$ cat src/hdl/scan_tap_pkg.sv
// Shared types and constants for the memory test access port
package scan_tap_pkg;

  // Pins from the board scan controller, all asynchronous to core_clk_in
  typedef struct packed {
    logic tck;          // Test clock level
    logic tms;          // Mode select level
    logic tms_undriven; // High when nobody drives mode select
    logic tdi;          // Serial data in level
    logic tdi_undriven; // High when nobody drives serial data in
  } scan_pins_t;

  localparam int PIN_W = $bits(scan_pins_t);

  // Controller states, sixteen in all
  typedef enum logic [3:0] {
    ST_RESET, ST_IDLE,
    ST_SEL_DR, ST_CAP_DR, ST_SHIFT_DR, ST_EXIT1_DR, ST_PAUSE_DR, ST_EXIT2_DR, ST_UPD_DR,
    ST_SEL_IR, ST_CAP_IR, ST_SHIFT_IR, ST_EXIT1_IR, ST_PAUSE_IR, ST_EXIT2_IR, ST_UPD_IR
  } tap_state_t;

  // Which serial register sits between data in and data out
  typedef enum logic [1:0] {
    SEL_BYPASS, SEL_IDENT, SEL_BOUNDARY
  } dr_sel_t;

  // Instruction codes
  localparam int IR_W = 3;
  localparam logic [IR_W-1:0] OP_EXTEST = 3'h0;
  localparam logic [IR_W-1:0] OP_IDCODE = 3'h1;
  localparam logic [IR_W-1:0] OP_SAMPLEZ = 3'h2;
  localparam logic [IR_W-1:0] OP_BYPASS = 3'h3;
  localparam logic [IR_W-1:0] OP_SAMPLE = 3'h4;
  // Fixed pattern loaded into the instruction shifter at capture
  localparam logic [IR_W-1:0] IR_CAPTURE_VAL = 3'h1;

  // Register lengths and reset values
  localparam int BOUNDARY_LEN = 77;
  localparam int IDENT_LEN = 32;
  localparam int TLR_TMS_COUNT = 5;
  localparam logic [2:0] SYNC_RESET = 3'h0;

endpackage

$ cat src/hdl/scan_pin_sync.sv
// Three-stage pin synchroniser that passes a level once stages two and three agree
module scan_pin_sync
  import scan_tap_pkg::*;
#(
  parameter int W = PIN_W
) (
  input wire logic core_clk_in,
  input wire logic sys_rst_in,
  input wire logic [W-1:0] pin_in,
  output logic [W-1:0] pin_out
);

  // Whole state of the synchroniser
  typedef struct packed {
    logic [W-1:0] s1;  // First stage, read only by s2
    logic [W-1:0] s2;  // Second stage
    logic [W-1:0] s3;  // Third stage
    logic [W-1:0] q;   // Accepted level
  } sync_state_t;

  sync_state_t st;
  sync_state_t next_st;

  // Shift the stages and accept bits where stage two and three agree
  always_comb begin
    next_st = st;
    next_st.s1 = pin_in;
    next_st.s2 = st.s1;
    next_st.s3 = st.s2;
    for (int i = 0; i < W; i++) begin
      if (st.s2[i] == st.s3[i]) begin
        next_st.q[i] = st.s3[i];
      end
    end
  end

  // Register the state
  always_ff @(posedge core_clk_in) begin
    if (sys_rst_in) begin
      st <= '0;
    end else begin
      st <= next_st;
    end
  end

  assign pin_out = st.q;

endmodule

$ cat src/hdl/sram_boundary_scan_tap.sv
// Test access port of the synchronous memory: controller, instructions, scan registers
//
// Summary of operation
// - Sample capture loads memory inputs into boundary
// - Sample in shift-DR shifts boundary register
// - Capturing changing inputs is harmless, maybe unrepeatable
// - High-impedance sample forces memory outputs off
// - High-impedance sample shifts boundary register
// - Three-bit decode; codes 5..7 mean bypass
// - Extest and high-impedance sample tristate outputs
// - Undriven mode select and data read one
// - Five mode-select highs or power-up reset
// - Identification loaded at power-up and reset state
// - Extest acts as sample with outputs off
// - Data out changes on test clock fall
module sram_boundary_scan_tap
  import scan_tap_pkg::*;
#(
  parameter int BSR_LEN = BOUNDARY_LEN,
  parameter logic [IDENT_LEN-1:0] IDENT_CODE = 32'h5a5a_a5a5 | 32'h0000_0001 // Arbitrary value
) (
  input wire logic core_clk_in,
  input wire logic sys_rst_in,
  input wire scan_pins_t scan_pins_in,
  input wire logic [BSR_LEN-1:0] ring_in,
  output logic tdo_out,
  output logic tdo_oe_n_out,
  output logic mem_out_hiz_out
);

  // Whole state of the port
  typedef struct packed {
    tap_state_t state;          // Controller state
    logic [IR_W-1:0] ir;        // Active instruction
    logic [IR_W-1:0] ir_shift;  // Instruction shifter
    logic [BSR_LEN-1:0] bsr;    // Boundary register, bit 0 nearest data out
    logic [BSR_LEN-1:0] ring1;  // Ring capture stage one
    logic [BSR_LEN-1:0] ring2;  // Ring capture stage two
    logic [BSR_LEN-1:0] ring3;  // Ring capture stage three
    logic [BSR_LEN-1:0] ring_q; // Ring level accepted once stages two and three agree
    logic [2:0] tms_hi;         // Consecutive rises with mode select high
    logic [IDENT_LEN-1:0] idr;  // Identification register
    logic byp;                  // Bypass bit
    logic tck_prev;             // Accepted test clock one cycle ago
    logic tdo;                  // Serial output
    logic tdo_oe_n;             // Output enable, low while driving
    logic hiz;                  // Memory outputs forced off
  } tap_reg_t;

  tap_reg_t st;
  tap_reg_t next_st;
  scan_pins_t pins;   // Synchronised pins
  logic tck_rise;     // Rising test clock seen this cycle
  logic tck_fall;     // Falling test clock seen this cycle
  logic tms_eff;      // Mode select as seen by the controller
  logic tdi_eff;      // Serial input as seen by the registers
  dr_sel_t sel;       // Register picked by the active instruction

  // Instruction to register selection
  // three-bit instruction decode
  function automatic dr_sel_t decode_sel(input logic [IR_W-1:0] op);
    unique case (op)
      OP_EXTEST, OP_SAMPLEZ, OP_SAMPLE: decode_sel = SEL_BOUNDARY;
      OP_IDCODE: decode_sel = SEL_IDENT;
      default: decode_sel = SEL_BYPASS;
    endcase
  endfunction

  // Instructions that force memory outputs off
  function automatic logic decode_hiz(input logic [IR_W-1:0] op);
    decode_hiz = (op == OP_EXTEST) || (op == OP_SAMPLEZ);
  endfunction

  // Controller transition on one rising test clock edge
  function automatic tap_state_t tap_next(input tap_state_t s, input logic m);
    unique case (s)
      ST_RESET: tap_next = m ? ST_RESET : ST_IDLE;
      ST_IDLE: tap_next = m ? ST_SEL_DR : ST_IDLE;
      ST_SEL_DR: tap_next = m ? ST_SEL_IR : ST_CAP_DR;
      ST_CAP_DR: tap_next = m ? ST_EXIT1_DR : ST_SHIFT_DR;
      ST_SHIFT_DR: tap_next = m ? ST_EXIT1_DR : ST_SHIFT_DR;
      ST_EXIT1_DR: tap_next = m ? ST_UPD_DR : ST_PAUSE_DR;
      ST_PAUSE_DR: tap_next = m ? ST_EXIT2_DR : ST_PAUSE_DR;
      ST_EXIT2_DR: tap_next = m ? ST_UPD_DR : ST_SHIFT_DR;
      ST_UPD_DR: tap_next = m ? ST_SEL_DR : ST_IDLE;
      ST_SEL_IR: tap_next = m ? ST_RESET : ST_CAP_IR;
      ST_CAP_IR: tap_next = m ? ST_EXIT1_IR : ST_SHIFT_IR;
      ST_SHIFT_IR: tap_next = m ? ST_EXIT1_IR : ST_SHIFT_IR;
      ST_EXIT1_IR: tap_next = m ? ST_UPD_IR : ST_PAUSE_IR;
      ST_PAUSE_IR: tap_next = m ? ST_EXIT2_IR : ST_PAUSE_IR;
      ST_EXIT2_IR: tap_next = m ? ST_UPD_IR : ST_SHIFT_IR;
      ST_UPD_IR: tap_next = m ? ST_SEL_DR : ST_IDLE;
    endcase
  endfunction

  // Pins into the core clock domain
  scan_pin_sync #(.W(PIN_W)) u_sync (
    .core_clk_in(core_clk_in),
    .sys_rst_in(sys_rst_in),
    .pin_in(scan_pins_in),
    .pin_out(pins)
  );

  // Edge detection and effective pin levels
  always_comb begin
    tck_rise = pins.tck && !st.tck_prev;
    tck_fall = !pins.tck && st.tck_prev;
    tms_eff = pins.tms | pins.tms_undriven;
    tdi_eff = pins.tdi | pins.tdi_undriven;
    sel = decode_sel(st.ir);
  end

  // Next state of the whole port
  always_comb begin
    next_st = st;
    next_st.tck_prev = pins.tck;
    // ring passes three stages before capture
    next_st.ring1 = ring_in;
    next_st.ring2 = st.ring1;
    next_st.ring3 = st.ring2;
    // Accept a ring bit only when stages two and three agree
    for (int i = 0; i < BSR_LEN; i++) begin
      if (st.ring2[i] == st.ring3[i]) begin
        next_st.ring_q[i] = st.ring3[i];
      end
    end
    // Rising edge: controller step and register actions
    if (tck_rise) begin
      next_st.state = tap_next(st.state, tms_eff);
      if (!tms_eff) begin
        next_st.tms_hi = SYNC_RESET;
      end else if (st.tms_hi != 3'(TLR_TMS_COUNT)) begin
        next_st.tms_hi = st.tms_hi + 3'h1;
      end
      unique case (st.state)
        ST_RESET: begin
          next_st.ir = OP_IDCODE;
        end
        ST_CAP_DR: begin
          next_st.bsr = st.ring_q;
          next_st.idr = IDENT_CODE;
          next_st.byp = 1'b0;
        end
        ST_SHIFT_DR: begin
          unique case (sel)
            // boundary between data in and out
            SEL_BOUNDARY: next_st.bsr = {tdi_eff, st.bsr[BSR_LEN-1:1]};
            SEL_IDENT: next_st.idr = {tdi_eff, st.idr[IDENT_LEN-1:1]};
            SEL_BYPASS: next_st.byp = tdi_eff;
          endcase
        end
        ST_CAP_IR: begin
          next_st.ir_shift = IR_CAPTURE_VAL;
        end
        ST_SHIFT_IR: begin
          next_st.ir_shift = {tdi_eff, st.ir_shift[IR_W-1:1]};
        end
        ST_UPD_IR: begin
          next_st.ir = st.ir_shift;
        end
        default: begin
        end
      endcase
      if (next_st.state == ST_RESET) begin
        next_st.ir = OP_IDCODE;
      end
    end
    if (tck_fall) begin
      next_st.tdo_oe_n = !(st.state == ST_SHIFT_DR || st.state == ST_SHIFT_IR);
      if (st.state == ST_SHIFT_IR) begin
        next_st.tdo = st.ir_shift[0];
      end else begin
        unique case (sel)
          SEL_BOUNDARY: next_st.tdo = st.bsr[0];
          SEL_IDENT: next_st.tdo = st.idr[0];
          SEL_BYPASS: next_st.tdo = st.byp;
        endcase
      end
    end
    next_st.hiz = decode_hiz(next_st.ir);
  end

  // Register the state; reset stands for power-up
  always_ff @(posedge core_clk_in) begin
    if (sys_rst_in) begin
      st <= '0;
      st.state <= ST_RESET;
      st.ir <= OP_IDCODE;
      st.ir_shift <= IR_CAPTURE_VAL;
      st.tdo_oe_n <= 1'b1;
    end else begin
      st <= next_st;
    end
  end

  assign tdo_out = st.tdo;
  assign tdo_oe_n_out = st.tdo_oe_n;
  assign mem_out_hiz_out = st.hiz;
endmodule

$ cat config.mk
export PLATFORM = sky130hd
export DESIGN_NAME = sram_boundary_scan_tap
export DESIGN_NICKNAME = d
export VERILOG_FILES = /design/src/hdl/scan_tap_pkg.sv /design/src/hdl/scan_pin_sync.sv /design/src/hdl/sram_boundary_scan_tap.sv
export SDC_FILE = /design/constraint.sdc
export NUM_CORES = 1
export LEC_CHECK = 0
export BUFFER_PORTS_ARGS = -buffer_cell sky130_fd_sc_hd__buf_2
export CAP_MARGIN = 20
export CORE_MARGIN = 1
export CORE_UTILIZATION = 25
export DETAILED_ROUTE_END_ITERATION = 10
export GPL_TIMING_DRIVEN = 0
export PLACE_DENSITY = 0.41
export SLEW_MARGIN = 25
export SYNTH_ARGS = -nofsm -noshare
export SYNTH_HDL_FRONTEND = slang
export SYNTH_HIERARCHICAL = 1
export SYNTH_SLANG_ARGS = --single-unit
$ cat constraint.sdc
create_clock -name core_clk_in -period 2.3 [get_ports core_clk_in]
set_clock_uncertainty 0.15 [all_clocks]
set_input_delay 0.115 -clock core_clk_in [delete_from_list [all_inputs] [get_ports core_clk_in]]
set_output_delay 0.115 -clock core_clk_in [all_outputs]
set_load 0.01 [all_outputs]
==> impl_metrics.toml <==
[floorplan]
fp.dieW_um = 249
core_area_um2 = 60400
die_h_um = 249
initial_core_util_pct = 25.4
rows = 90
io_pins = 87
fp.dieArea_um2 = 62200

[hold_path]
hold_end = "next_st[202]"
whs_path_depth = 3
min-delay-start = "ring_in[8]"
hp-class = "in2reg"

[setup_path]
worst-endpoint-required_ns = 2.60
critPathArrivalTime_ns = 2.53
criticalPathCategory = "reg2reg"
crit_family = "simple AND/OR/NAND/NOR gates"
slowest_stage = "or4b_4"
r2r_end = "st[422]"
path_buf_inv = 2
r2r_cells = 6
crit_fanout = 10
rrSetupSlack_ns = 0.07
reg2reg_from = "st[434]"
path_cells = "or4b_4, o221a_4, buf_2, buf_2, nor2_1, a311oi_2"
end_kind = "register"
cp-start-kind = "register"
max_stage_delay_ns = 0.62
cpMostUsedCell = "buf_2"

[sta]
min_period_ns = 2.23
hold_ws_ns = 0.126
fmax_mhz = 448
hold_viol = 0
rsz0062_at_grt = "no"
slew_violations = 0
setup_viol = 0
min_period_over_period_pct = 96.9
relSlewSlack_pct = 40.5
tightest_slew_ns = 0.893

[synthesis]
synth_seq_cells = 452
syn_avg_cell_area_um2 = 9.82
syn-cell-area_um2 = 15300
yosys.area.top_type = "dfxtp_1"
synth_top_cell_area_share_pct = 59.1
synth_ff_type = "dfxtp_1"
synth_nets = 1642
synth_edf_count = 0
synth.area.top_cells = "dfxtp_1, nor2b_1, nand2_1"
yosysMostFrequentCell = "dfxtp_1"
synth.distinct_cells = 54
async_flop_share_pct = 0
synth_common_cells = "dfxtp_1, nand2_1, nor2b_1"
ys_warn_count = 6
synthCells = 1558
synth_seq_area_share_pct = 59.1

[drt]
routed_wl_mm = 36.5
antenna_left = 0
drt_iter0_markers = 504
firstDrtPassIters = 5
num_vias = 11200
via_per_inst = 4.28
wl_per_cell_um = 14.0
route.detailed.drc = 0

[clock_tree]
clock_path_buffers = 3
clk_pin_slew_ns = 0.06
insertion_delay_ns = 0.59
root_buffer = "clkbuf_16"
cts_tree = "done"
htreeDepth = 2
cts_buffers = 50
cts_num_sinks = 452

[cells_and_area]
antennaDiodeCount = 0
area_growth_syn_to_layout_pct = 28.0
nFillCells = 6228
stdcell_count = 2609
nNetsFinal = 1870
drive_gt1_share_pct = 18.3

[placed_design]
hpwl_mm = 23.4
gp_congestion = 0.743
dp_cells = 2425
port-buffer-count = 85

[flow_run]
drv_cap = 0

[power_and_ir_drop]
power_density_nw_per_um2 = 866
ir_drop_uv = 514
p_leak_nw = 6.69

[global_routing]
grt_max_degree = 14
grt.overflow.total = 0
antenna_found_initial = 0
grt_pass1_vias = 11200
grt_usage_pct = 11.7
grt_pass1_wl_mm = 59.0

[outcome]
status = "complete, no violations"
[worst max-delay path by stage]
stage | start | endpoint | slack, ns | cells after the start
3_5_place_dp | st[431] | st[393] | -0.41 | 7
2_1_floorplan | st[434] | st[372] | 0.17 | 8
6_report | st[434] | st[422] | 0.07 | 6
4_1_cts | st[434] | st[405] | 0.005 | 7
3_3_place_gp | sys_rst_in | next_st[189] | -0.78 | 4
5_1_grt | st[431] | st[404] | 0.0009 | 7
[worst reg2reg max path, stage by stage (launching register included)]
cell	delay (ns)
dfxtp_4	0.39
or4b_4	0.62
o221a_4	0.28
buf_2	0.20
buf_2	0.23
nor2_1	0.16
a311oi_2	0.06
[cell usage in the layout, fill, tap and decap left out, types with 11 or more instances in the layout]
cell type,count
dfxtp_1,450
nand2_1,256
nor2b_1,236
a21oi_1,103
buf_2,96
nor2_1,89
dlygate4sd3_1,88
o21ai_0,81
clkbuf_1,71
a311oi_2,62
clkbuf_16,50
nor3_1,34
nand3_1,15
nor2_2,15
a311oi_1,15
nor2b_2,15
buf_4,13
clkbuf_8,12
clkinv_2,11
[where the power goes]
group	total (mW)	internal (mW)	leakage, nW	switching (mW)
logic	0.533	0.270	2.15	0.263
registers	8.08	8.01	3.68	0.0710
clock network	8.34	5.06	0.858	3.28
total	17.0	13.3	6.69	3.61
[per-layer routing]
| metal | global-route usage, % | up-vias | share of wire, % |
|---|---|---|---|
| li1 | - | 5683 | - |
| met1 | 15.1 | 5274 | 48 |
| met2 | 19.4 | 135 | 46 |
| met3 | 2.39 | 69 | 3.1 |
| met4 | 4.04 | 0 | 2.6 |
| met5 | 0 | - | 0 |
[through the flow]
step | setup TNS [ns] | util (%) | worst slack [ns] | area [um2] | total power [mW]
after floorplan | 0 | - | 0.167 | 15300 | 8.47
after global placement | -180.76 | 27.7 | -0.778 | 16700 | 8.68
after detailed placement | -28.17 | 27.7 | -0.407 | 16700 | 8.68
after CTS | 0 | 32.1 | 0.00460 | 19400 | 17.3
after global routing | 0 | 32.4 | 0.000933 | 19600 | 17.7
final | 0 | 32.4 | 0.0703 | 19600 | 17.0
[cell type report]
class	count	area, um2	area share (%)
Sequential cell	452	9050	46.2
Clock buffer	68	1440	7.35
Timing Repair Buffer	179	1360	6.95
Clock inverter	25	308	1.57
Inverter	3	11.3	0.0575
Tap cell	782	978	5.00
Multi-Input combinational cell	993	5870	30.0
Buffer	107	564	2.88
[timing repair]
action                                  4_1_cts  5_1_grt
buffers inserted                              2        3
endpoints found under the setup margin      110       89
hold endpoints to repair                     97        0
hold buffers                                 88        0
pin swaps                                     0        3
resized for setup                            23       63
gates cloned                                  0        1
[cell families after synthesis]
kind of cell             count (synthesis)  synth area share [%]
AO/OA/AOI/OAI                          301                  15.0
adder cells (fa/ha/maj)                  1                0.0654
buffers and inverters                  113                  3.42
flip-flops                             452                  59.1
multiplexers                             2                 0.131
AND/OR/NAND/NOR                        689                  22.3
[sequential cells by signal, indices dropped and copies added, names as in the netlist, named ones only]
register / flops
u_sync/next_st: 10
u_sync/pin_out: 5
mem_out_hiz_out: 1
tdo_oe_n_out: 1
st: 274
tdo_out: 1
next_st: 154
u_sync/st: 5
Power figures use the tool's default switching activity.
